## src/ext_bus_misc_map.svh

```systemverilog
// offsets, field positions and reset values of the external bus misc control registers
`ifndef EXT_BUS_MISC_MAP_SVH
`define EXT_BUS_MISC_MAP_SVH
`define OFF_PULL_CTRL 10'h00C
`define OFF_DRIVE_CTRL 10'h00D
`define OFF_BUS_CLK_CTRL 10'h00E
`define OFF_RESERVED 10'h00F
`define OFF_IRQ_CTRL 10'h01E
`define OFF_MODE_CTRL 10'h00B
`define BIT_PORT_K 7
`define BIT_PORT_E 4
`define BIT_PORT_B 1
`define BIT_PORT_A 0
`define BIT_STRETCH 0
`define BIT_IRQ_EDGE 7
`define BIT_IRQ_CONNECT 6
`define MODE_LSB 5
`define PULL_MASK 8'h93
`define DRIVE_MASK 8'h93
`define BUS_CLK_MASK 8'h01
`define IRQ_MASK 8'hC0
`define PULL_RESET 8'h90
`define DRIVE_RESET 8'h00
`define BUS_CLK_RESET 8'h00
`define IRQ_RESET 8'h40
`endif

```

## src/ext_bus_misc_pkg.sv

```systemverilog
// types of the external bus misc control registers
package ext_bus_misc_pkg;
  typedef enum logic [2:0] {
    MODE_SPECIAL_SINGLE = 3'b000,
    MODE_EMUL_NARROW = 3'b001,
    MODE_SPECIAL_TEST = 3'b010,
    MODE_EMUL_WIDE = 3'b011,
    MODE_NORMAL_SINGLE = 3'b100,
    MODE_NORMAL_NARROW = 3'b101,
    MODE_PERIPHERAL = 3'b110,
    MODE_NORMAL_WIDE = 3'b111
  } op_mode_t;
  typedef struct packed {
    logic [9:0] addr;
    logic [7:0] wdata;
    logic wr;
    logic rd;
  } reg_req_t;
  typedef struct packed {
    logic portK;
    logic portE;
    logic portB;
    logic portA;
  } port_ctl_t;
endpackage

```

## src/ext_bus_misc_ctrl.sv

```systemverilog
// miscellaneous control registers of the multiplexed external bus interface
//
// Summary of operation
// - registers sit at fixed offsets from a relocatable module base
// - expanded and peripheral modes drop registers from map; accesses go external
// - pulls act per port and only on pins set as inputs
// - pull register read and write anytime while mapped; no effect on outputs
// - pull bit 7 enables pulls on all port K inputs
// - pull bit 4 covers port E pins 7 and 4:0; pins 5,6 pulled in reset only
// - pull bit 1 covers port B inputs, bit 0 port A inputs
// - drive bits 7,4,1,0 select reduced drive for ports K,E,B,A
// - reduced drive applies whatever pin function is active
// - stretch clear runs bus clock free; set stretches high and parks low on internal accesses that are not visible
// - stretch bit written once in normal/emulation, anytime in special modes
// - stretch bit has no influence in single-chip modes
// - reserved offset 0x000F reads zero and ignores writes
// - irq bit 7 selects low level or falling edge sensing
// - edge mode latches falling edges until reset or service
// - edge select write anytime in special modes, once in normal/emulation
// - irq bit 6 connects the pin to interrupt logic, write anytime
// - with pin disconnected the edge latch is held cleared
// - mode writes blocked while secured
// - special to normal single chip leaves one mode write; to expanded leaves none
// - write permission is checked against the current three-bit mode
// - mode-related writes take effect one cycle after the write
`timescale 1ns/1ps
`include "ext_bus_misc_map.svh"
module ext_bus_misc_ctrl #(
  parameter int ADDR_W = 10,
  parameter int PORTA_W = 8,
  parameter int PORTB_W = 8,
  parameter int PORTE_W = 8,
  parameter int PORTK_W = 8
) (
  input wire logic sys_clk,
  input wire logic rst_b,
  input wire logic [ADDR_W-1:0] regAddr,
  input wire logic [7:0] regWdata,
  input wire logic regWr,
  input wire logic regRd,
  output logic [7:0] regRdata,
  output logic regHit,
  output logic extEcho,
  input wire ext_bus_misc_pkg::op_mode_t strapMode,
  input wire logic secured,
  input wire logic [PORTA_W-1:0] dirPortA,
  input wire logic [PORTB_W-1:0] dirPortB,
  input wire logic [PORTE_W-1:0] dirPortE,
  input wire logic [PORTK_W-1:0] dirPortK,
  output logic [PORTA_W-1:0] pullPortA,
  output logic [PORTB_W-1:0] pullPortB,
  output logic [PORTE_W-1:0] pullPortE,
  output logic [PORTK_W-1:0] pullPortK,
  output ext_bus_misc_pkg::port_ctl_t lowDrive,
  input wire logic extAccess,
  input wire logic stretchAccess,
  input wire logic visibleAccess,
  input wire logic phaseHigh,
  output logic busClk,
  input wire logic irqPin_b,
  input wire logic irqService,
  output logic irqRequest,
  output ext_bus_misc_pkg::op_mode_t curMode
);
  import ext_bus_misc_pkg::*;

  op_mode_t mode_q;
  logic modeLoaded_q;
  logic modeWritesLeft_q;
  logic [7:0] pull_q;
  logic [7:0] drive_q;
  logic stretch_q;
  logic stretchWritten_q;
  logic irqEdge_q;
  logic irqEdgeWritten_q;
  logic irqConnect_q;
  logic irqPinPrev_q;
  logic edgeLatch_q;
  logic inReset_q;
  logic [7:0] rdata_q;
  logic [7:0] rdata_d;
  logic [9:0] off;
  logic specialMode;
  logic singleChip;
  logic mapped;
  logic wrPull;
  logic wrDrive;
  logic wrBusClk;
  logic wrIrq;
  logic wrMode;
  logic modeLegal;
  op_mode_t newMode;

  assign off = 10'(regAddr);
  assign specialMode = (mode_q == MODE_SPECIAL_SINGLE) || (mode_q == MODE_SPECIAL_TEST)
                       || (mode_q == MODE_PERIPHERAL);
  assign singleChip = (mode_q == MODE_SPECIAL_SINGLE) || (mode_q == MODE_NORMAL_SINGLE);
  // only single-chip and special test keep the bank in the internal map
  assign mapped = (mode_q == MODE_SPECIAL_SINGLE) || (mode_q == MODE_NORMAL_SINGLE)
                  || (mode_q == MODE_SPECIAL_TEST);
  assign regHit = mapped && ((off == `OFF_PULL_CTRL) || (off == `OFF_DRIVE_CTRL)
                  || (off == `OFF_BUS_CLK_CTRL) || (off == `OFF_RESERVED)
                  || (off == `OFF_IRQ_CTRL) || (off == `OFF_MODE_CTRL));
  assign extEcho = !mapped && (regWr || regRd) && ((off == `OFF_PULL_CTRL) || (off == `OFF_DRIVE_CTRL)
                   || (off == `OFF_BUS_CLK_CTRL) || (off == `OFF_RESERVED)
                   || (off == `OFF_IRQ_CTRL) || (off == `OFF_MODE_CTRL));
  // writes land only while mapped; echoed ones touch nothing here
  assign wrPull = regWr && mapped && (off == `OFF_PULL_CTRL);
  assign wrDrive = regWr && mapped && (off == `OFF_DRIVE_CTRL);
  assign wrBusClk = regWr && mapped && (off == `OFF_BUS_CLK_CTRL);
  assign wrIrq = regWr && mapped && (off == `OFF_IRQ_CTRL);
  assign wrMode = regWr && mapped && (off == `OFF_MODE_CTRL);
  assign newMode = op_mode_t'(regWdata[`MODE_LSB +: 3]);
  assign curMode = mode_q;

  // mode write permission by current mode
  always_comb
  begin
    modeLegal = 1'b0;
    case (mode_q)
      MODE_SPECIAL_SINGLE, MODE_SPECIAL_TEST:
        modeLegal = (newMode != MODE_PERIPHERAL);
      MODE_NORMAL_SINGLE:
        modeLegal = modeWritesLeft_q && ((newMode == MODE_NORMAL_NARROW) || (newMode == MODE_NORMAL_WIDE)
                    || (newMode == MODE_NORMAL_SINGLE));
      default:
        modeLegal = 1'b0;
    endcase
    if (secured)
    begin
      modeLegal = 1'b0;
    end
  end

  // strap caught after reset release, never under the asynchronous reset
  always_ff @(posedge sys_clk or negedge rst_b)
  begin
    if (!rst_b)
    begin
      mode_q <= MODE_SPECIAL_SINGLE;
      modeLoaded_q <= 1'b0;
      modeWritesLeft_q <= 1'b0;
    end
    else if (!modeLoaded_q)
    begin
      mode_q <= strapMode;
      modeLoaded_q <= 1'b1;
      modeWritesLeft_q <= (strapMode == MODE_NORMAL_SINGLE);
    end
    else if (wrMode && modeLegal)
    begin
      mode_q <= newMode;
      if (mode_q == MODE_NORMAL_SINGLE)
      begin
        modeWritesLeft_q <= 1'b0;
      end
      else
      begin
        modeWritesLeft_q <= (newMode == MODE_NORMAL_SINGLE);
      end
    end
  end

  always_ff @(posedge sys_clk or negedge rst_b)
  begin
    if (!rst_b)
    begin
      pull_q <= `PULL_RESET;
    end
    else if (wrPull)
    begin
      pull_q <= regWdata & `PULL_MASK;
    end
  end

  // masking keeps unimplemented bits at zero for readback
  always_ff @(posedge sys_clk or negedge rst_b)
  begin
    if (!rst_b)
    begin
      drive_q <= `DRIVE_RESET;
    end
    else if (wrDrive)
    begin
      drive_q <= regWdata & `DRIVE_MASK;
    end
  end

  // a special-mode write also uses up the single normal-mode write
  always_ff @(posedge sys_clk or negedge rst_b)
  begin
    if (!rst_b)
    begin
      stretch_q <= 1'b0;
      stretchWritten_q <= 1'b0;
    end
    else if (wrBusClk && (specialMode || !stretchWritten_q))
    begin
      stretch_q <= regWdata[`BIT_STRETCH];
      stretchWritten_q <= 1'b1;
    end
  end

  // connect stays writable in every mapped mode; only edge select is once-only
  always_ff @(posedge sys_clk or negedge rst_b)
  begin
    if (!rst_b)
    begin
      irqEdge_q <= 1'b0;
      irqEdgeWritten_q <= 1'b0;
      irqConnect_q <= 1'b1;
    end
    else if (wrIrq)
    begin
      irqConnect_q <= regWdata[`BIT_IRQ_CONNECT];
      if (specialMode || !irqEdgeWritten_q)
      begin
        irqEdge_q <= regWdata[`BIT_IRQ_EDGE];
        irqEdgeWritten_q <= 1'b1;
      end
    end
  end

  // falling edge latch; a new edge wins over a service in the same cycle
  always_ff @(posedge sys_clk or negedge rst_b)
  begin
    if (!rst_b)
    begin
      irqPinPrev_q <= 1'b1;
      edgeLatch_q <= 1'b0;
    end
    else
    begin
      irqPinPrev_q <= irqPin_b;
      if (!irqConnect_q)
      begin
        edgeLatch_q <= 1'b0;
      end
      else if (irqEdge_q && irqPinPrev_q && !irqPin_b)
      begin
        edgeLatch_q <= 1'b1;
      end
      else if (irqService)
      begin
        edgeLatch_q <= 1'b0;
      end
    end
  end

  // level mode reads the pin directly, so no cycle of delay
  assign irqRequest = irqConnect_q && (irqEdge_q ? edgeLatch_q : !irqPin_b);

  // port E pins 5 and 6 are pulled only until the first edge after reset
  always_ff @(posedge sys_clk or negedge rst_b)
  begin
    if (!rst_b)
    begin
      inReset_q <= 1'b1;
    end
    else
    begin
      inReset_q <= 1'b0;
    end
  end

  // pulls land only on input pins; outputs never see them
  assign pullPortK = pull_q[`BIT_PORT_K] ? ~dirPortK : '0;
  assign pullPortB = pull_q[`BIT_PORT_B] ? ~dirPortB : '0;
  assign pullPortA = pull_q[`BIT_PORT_A] ? ~dirPortA : '0;

  genvar i;
  generate
    for (i = 0; i < PORTE_W; i = i + 1)
    begin : g_pullE
      if (i == 5 || i == 6)
      begin : g_rst
        assign pullPortE[i] = inReset_q && !dirPortE[i];
      end
      else
      begin : g_bit
        assign pullPortE[i] = pull_q[`BIT_PORT_E] && !dirPortE[i];
      end
    end
  endgenerate

  // drive selection ignores pin function on purpose
  assign lowDrive.portK = drive_q[`BIT_PORT_K];
  assign lowDrive.portE = drive_q[`BIT_PORT_E];
  assign lowDrive.portB = drive_q[`BIT_PORT_B];
  assign lowDrive.portA = drive_q[`BIT_PORT_A];

  // bus clock shaping from the core's phase
  always_comb
  begin
    busClk = phaseHigh;
    if (stretch_q && !singleChip)
    begin
      if (extAccess && stretchAccess)
      begin
        busClk = 1'b1;
      end
      else if (!extAccess && !visibleAccess)
      begin
        busClk = 1'b0;
      end
    end
  end

  // read mux; a strobe that misses the bank gives zero
  always_comb
  begin
    rdata_d = 8'h00;
    if (regRd && mapped)
    begin
      case (off)
        `OFF_PULL_CTRL: rdata_d = pull_q;
        `OFF_DRIVE_CTRL: rdata_d = drive_q;
        `OFF_BUS_CLK_CTRL: rdata_d = {7'h00, stretch_q};
        `OFF_IRQ_CTRL: rdata_d = {irqEdge_q, irqConnect_q, 6'h00};
        `OFF_MODE_CTRL: rdata_d = {mode_q, 5'h00};
        `OFF_RESERVED: rdata_d = 8'h00;
        default: rdata_d = 8'h00;
      endcase
    end
  end

  // data stand for one cycle, then fall back to zero
  always_ff @(posedge sys_clk or negedge rst_b)
  begin
    if (!rst_b)
    begin
      rdata_q <= 8'h00;
    end
    else
    begin
      rdata_q <= rdata_d;
    end
  end

  assign regRdata = rdata_q;
endmodule

```

## config.mk

```make
export PLATFORM = sky130hd
export DESIGN_NAME = ext_bus_misc_ctrl
export DESIGN_NICKNAME = d
export VERILOG_FILES = /design/src/ext_bus_misc_pkg.sv /design/src/ext_bus_misc_ctrl.sv
export VERILOG_INCLUDE_DIRS = /design/src
export SDC_FILE = /design/constraint.sdc
export NUM_CORES = 1
export LEC_CHECK = 0
export ABC_AREA = 1
export BUFFER_PORTS_ARGS = -buffer_cell sky130_fd_sc_hd__buf_2
export CAP_MARGIN = 20
export CELL_PAD_IN_SITES_DETAIL_PLACEMENT = 1
export CELL_PAD_IN_SITES_GLOBAL_PLACEMENT = 1
export CORE_MARGIN = 2
export CORE_UTILIZATION = 24
export CTS_BUF_LIST = sky130_fd_sc_hd__clkbuf_16
export DETAILED_ROUTE_END_ITERATION = 6
export PLACE_DENSITY = 0.75
export SETUP_SLACK_MARGIN = 0.3
export SLEW_MARGIN = 20
export SYNTH_ARGS = -nofsm -noshare
export SYNTH_HDL_FRONTEND = slang
export SYNTH_SLANG_ARGS = --single-unit
```

## constraint.sdc

```tcl
create_clock -name sys_clk -period 1.1 [get_ports sys_clk]
set_input_delay 0.11 -clock sys_clk [delete_from_list [all_inputs] [get_ports sys_clk]]
set_output_delay 0.11 -clock sys_clk [all_outputs]
set_load 0.01 [all_outputs]
```

**After elaboration in Yosys (flattened, before gate mapping)**

Cells that the tools add are included.

- Register bits: 29
- Output and inout bits: 51
- Word-level logic and storage cells: 111

- Equality and inequality tests: 16
- Multiplexer cells: 19
- Bitwise logic cells: 3
- Reduce and logical (&&, ||, !) cells: 59

Operators with widths:

| kind | count |
|---|---|
| $eq A10 B4 Y1 const B | 5 |
| $pmux W8 S5 | 1 |
| $mux W8 | 4 |
| $logic_and A1 B1 Y1 | 27 |
| $not A8 Y8 | 3 |
| $eq A3 B3 Y1 const B | 6 |
| $logic_not A1 Y1 | 15 |
| $logic_or A1 B1 Y1 | 14 |
| $mux W1 | 11 |
| $eq A10 B5 Y1 const B | 1 |
| $mux W3 | 2 |
| $eq A3 B2 Y1 const B | 1 |
| $logic_not A3 Y1 | 1 |
| $ne A3 B2 Y1 const B | 1 |
| $ne A3 B3 Y1 const B | 1 |
| $ne A2 B1 Y1 const B | 1 |
| $pmux W1 S2 | 1 |
| $reduce_and A2 Y1 | 1 |
| $reduce_or A2 Y1 | 1 |

**Logic depth before layout (Yosys ltp)**

- Depth in word-level cells: 9
- Mapped depth: 9
- Mapped depth without buffers: 9

**Worst setup path before layout**

Ideal clock, no wire load.

- Path type: reg2reg
- Start: register mode_q[2], in the netlist curMode[2]
- End: register mode_q[1], in the netlist curMode[1]
- Arrival time: 1.160 ns
- Required time: 0.983 ns
- Setup slack: -0.177 ns
- Stages on the path, launching flop included: 7
- Path buffers: 0
- Period minus slack after synthesis: 1.277 ns
- Cell sequence: dfrtp_1 a21oi_2 nand2_1 nor2_1 nand2_4 nand3_1 nand2_1

- Cells in the longest elaborated chain, start to end: 7

RTL lines:

| item | line | source |
|---|---|---|
| start: declaration | ext_bus_misc_ctrl.sv:67 | `op_mode_t mode_q;` |
| start signal: assignment | ext_bus_misc_ctrl.sv:146 | `mode_q <= strapMode;` |
| start signal: assignment | ext_bus_misc_ctrl.sv:152 | `mode_q <= newMode;` |
| parallel branches: the longest is 5 deep, another holds $eq A3 B2 Y1 | - |  |
| $logic_and A1 B1 Y1 (*) | ext_bus_misc_ctrl.sv:150 | `else if (wrMode && modeLegal)` |
| $ne A2 B1 Y1 (no source line) (*) | - |  |

Every way passes the cells marked *.
A chain may end at the register's enable or synchronous reset.

**Worst setup path in the final report**

- Start: register mode_q[2], in the netlist curMode[2]
- End: register stretch_q

- Cells in the longest elaborated chain, start to end: 6

RTL lines:

| item | line | source |
|---|---|---|
| $eq A3 B3 Y1 / $logic_not A3 Y1 (equally long branches) | ext_bus_misc_ctrl.sv:99, ext_bus_misc_ctrl.sv:95 |  |
| $logic_or A1 B1 Y1 | ext_bus_misc_ctrl.sv:99 | `assign mapped = (mode_q == MODE_SPECIAL_SINGLE) \|\| (mode_q == MODE_NORMAL_SINGLE)` |
| $logic_or A1 B1 Y1 | ext_bus_misc_ctrl.sv:100 | `\|\| (mode_q == MODE_SPECIAL_TEST);` |
| $logic_and A1 B1 Y1 (2 in series) | ext_bus_misc_ctrl.sv:110 | `` assign wrBusClk = regWr && mapped && (off == `OFF_BUS_CLK_CTRL); `` |
| $logic_and A1 B1 Y1 (*) | ext_bus_misc_ctrl.sv:197 | `else if (wrBusClk && (specialMode \|\| !stretchWritten_q))` |
| end signal: assignment | ext_bus_misc_ctrl.sv:199 | `` stretch_q <= regWdata[`BIT_STRETCH]; `` |
| end: declaration | ext_bus_misc_ctrl.sv:72 | `logic stretch_q;` |

Mark *: on every way between the ends. The rest lies on a longest branch, timed or not.

==> results.yml <==
status:
  status: "finished, violations left"
  violations: "hold timing, setup timing"
detailed_routing:
  routed_via_density: 4.61
  drtIter0Drc: 52
  detail-route-antenna-nets: 0
  drc: 0
  totalWireLength_um: 7460
  dr.pass1.iters: 4
  wl_per_cell_um: 16.1
  vias: 2141
synthesis:
  syn_inst: 227
  ys_warn_count: 0
  async_reset_ff_share_pct: 100
  ys_types: 31
  ys.flop_type: "dfrtp_1"
  syn_area_mm2: 0.00165
  synth_seq_area_share_pct: 41.4
  ys_seq_elements: 27
  synth_area_per_cell_um2: 7.25
  synth_edf_count: 0
global_routing:
  grt_pass1_wl_um: 10100
  grt_pass1_vias: 2120
  track_usage_pct: 17.0
  grt_start_max_net_pins: 17
  overflow: 0
  grt_antenna_before_repair: 0
setup_path:
  r2r-start: "curMode[2]"
  critPathMaxFanout: 3
  critical-path-slowest-cell: "dfrtp_1"
  criticalPathCategory: "flip-flop to flip-flop"
  r2r-end: "stretch_q"
  worstPathArrival_ns: 1.59
  max_stage_delay_ns: 0.41
  crit_required_ns: 1.26
  crit_path_end_kind: "flip-flop"
  ff2ff_path_depth: 8
  cp-start-kind: "flip-flop"
  path_cells: "buf_4 > buf_4 > inv_2 > o21bai_2 > nand2_1 > nand4_1 > nand2_1 > o21ai_1"
  regToRegSetupSlack_ns: -0.33
floorplan:
  fp.coreArea_mm2: 0.00672
  die-area_mm2: 0.00753
  rows: 30
  ios: 115
  die_x_um: 86.8
  die_h_um: 86.8
  initial_core_util_pct: 24.5
sta:
  hold_violations: 9
  skew_ns: 0.00684
  worst_slack_ns: -0.327
  rsz0062_at_grt: "yes"
  timing.hold.ws_ns: -0.0449
  min_period_ns: 1.43
  final_max_slew_viol_count: 0
  fin_tns_setup_ns: -9.25
  setup_violations: 61
  fmax_mhz: 701
  period_share_pct: 130
cts:
  path_clk_slew_ns: 0.08
  cts_buffers: 3
  cts_tree: "built"
  insertion_delay_ns: 0.27
  htree_num_levels: 1
  cts_sinks: 27
  cts_root_buffer: "clkbuf_16"
  clk_path_buf_depth: 2
final_layout:
  final_area_mm2: 0.00323
  diodes: 0
  finalCoreUtilization_pct: 48.1
  layout.nets: 449
  synthToLayoutAreaGrowth_pct: 96.4
  nFillCells: 846
  final_cells: 464
  drive_gt1_share_pct: 66.1
flow_run:
  maxCapViolCount: 0
placed_design:
  io_buffers: 110
  gp_congestion: 0.772
  place_inst: 439
  dpl_cell_area_mm2: 0.00259
  hpwl_um: 4880
  dp_slack_ns: -0.189
pwr:
  p_leak_nw: 1.66
  power_density_mw_per_mm2: 800
  peakVddDrop_v: 0.000530
  total_power_mw: 2.58
worst_hold_path:
  hold_class: "primary input to async pin"
-- how the worst max path moves through the flow --
stage | start | to | slack (ns) | cells past startpoint
floorplan | curMode[1] | drive_q[7] | -0.11 | 6
global placement | curMode[1] | stretch_q | -0.11 | 6
detailed placement | curMode[1] | drive_q[1] | -0.19 | 6
CTS | curMode[1] | extEcho | -0.26 | 6
global route | curMode[2] | stretch_q | -0.41 | 8
finish | curMode[2] | stretch_q | -0.33 | 8
-- final cells by class --
cell class | instances | area [um^2] | area share [%]
clock inverters | 1 | 7.51 | 0.232
clock buffers | 3 | 75.1 | 2.32
inverters | 35 | 165 | 5.11
multi-input cells | 166 | 1140 | 35.2
repair inverters | 2 | 17.5 | 0.542
flip-flops and latches | 27 | 687 | 21.3
well taps | 80 | 100 | 3.10
repair buffers | 150 | 1040 | 32.2
-- routing by layer --
metal  global-route usage (%)  wire, um
met5                        0         0
met4                     5.40       131
met3                     1.43       214
met2                     31.0      4180
met1                     21.1      2930
-- Yosys cell counts (2+ instances only) --
cell       n  area (um^2)
inv_1     29          109
dfrtp_1   22          551
nand4_1    6         37.5
nand4_4    2         42.5
inv_2      3         11.3
o21ai_0    7         35.0
nand3_1   14         70.1
buf_4      2         15.0
o21ai_1   10         50.1
a21oi_1    4         20.0
clkinv_1   2         7.51
conb_1     2         7.51
nand2_4    2         22.5
nor2_4     5         56.3
nand2_1   44          165
nor2_1    50          188
nand2_2    5         31.3
dfstp_2    5          131
-- registers in the layout, summed over array words and instances, names as in the netlist, 3 cells and up --
register,flops
drive_q,4
pull_q,4
curMode,3
regRdata,6
-- placed cells by master (no fill, tap or decap), types with 2 or more instances in the layout --
cell type and n:
clkbuf_16 3, inv_2 7, nand3_1 13, buf_2 84
nand2_2 18, nand2_4 3, o21ai_1 7, nor2_4 28
nor2_2 11, inv_1 22, dfrtp_2 4, dfrtp_1 18
nand4_4 2, nor2_1 17, buf_6 31, dlygate4sd3_1 2
nand4_1 6, dfstp_2 5, inv_6 2, o21ai_0 3
conb_1 5, nand3_2 2, clkinv_4 2, buf_4 32
a21oi_2 3, o21ai_2 8, nand2_1 29
-- what timing repair did --
action,4_1_cts,5_1_grt
hold buffers,3,0
hold endpoints to repair,10,0
endpoints found under the setup margin,72,74
cloned,1,1
setup buffers,11,5
gates resized for setup,53,49
pin swaps,13,10
-- logic make-up (layout without fill, tap and decap cells) --
kind of cell	Yosys count	after routing	share of synthesized area, %
AO/OA/AOI/OAI	27	27	9.35
buffers and inverters	37	191	8.97
flip-flops	27	27	41.4
other	2	5	0.456
AND/OR/NAND/NOR	134	134	39.8
-- power by group --
part	total [mW]	switching, mW	leakage (nW)	internal (mW)
clock network	0.893	0.397	0.0371	0.497
logic	0.641	0.343	1.29	0.298
registers	1.05	0.0270	0.333	1.02
-- critical path, delay by kind of cell (launching register included) --
family | cells | cell delay [ns]
AND/OR/NAND/NOR | 3 | 0.37
AO/OA/AOI/OAI | 2 | 0.15
buffers and inverters | 3 | 0.39
flip-flops | 1 | 0.41
(Power assumes the default switching activity.)
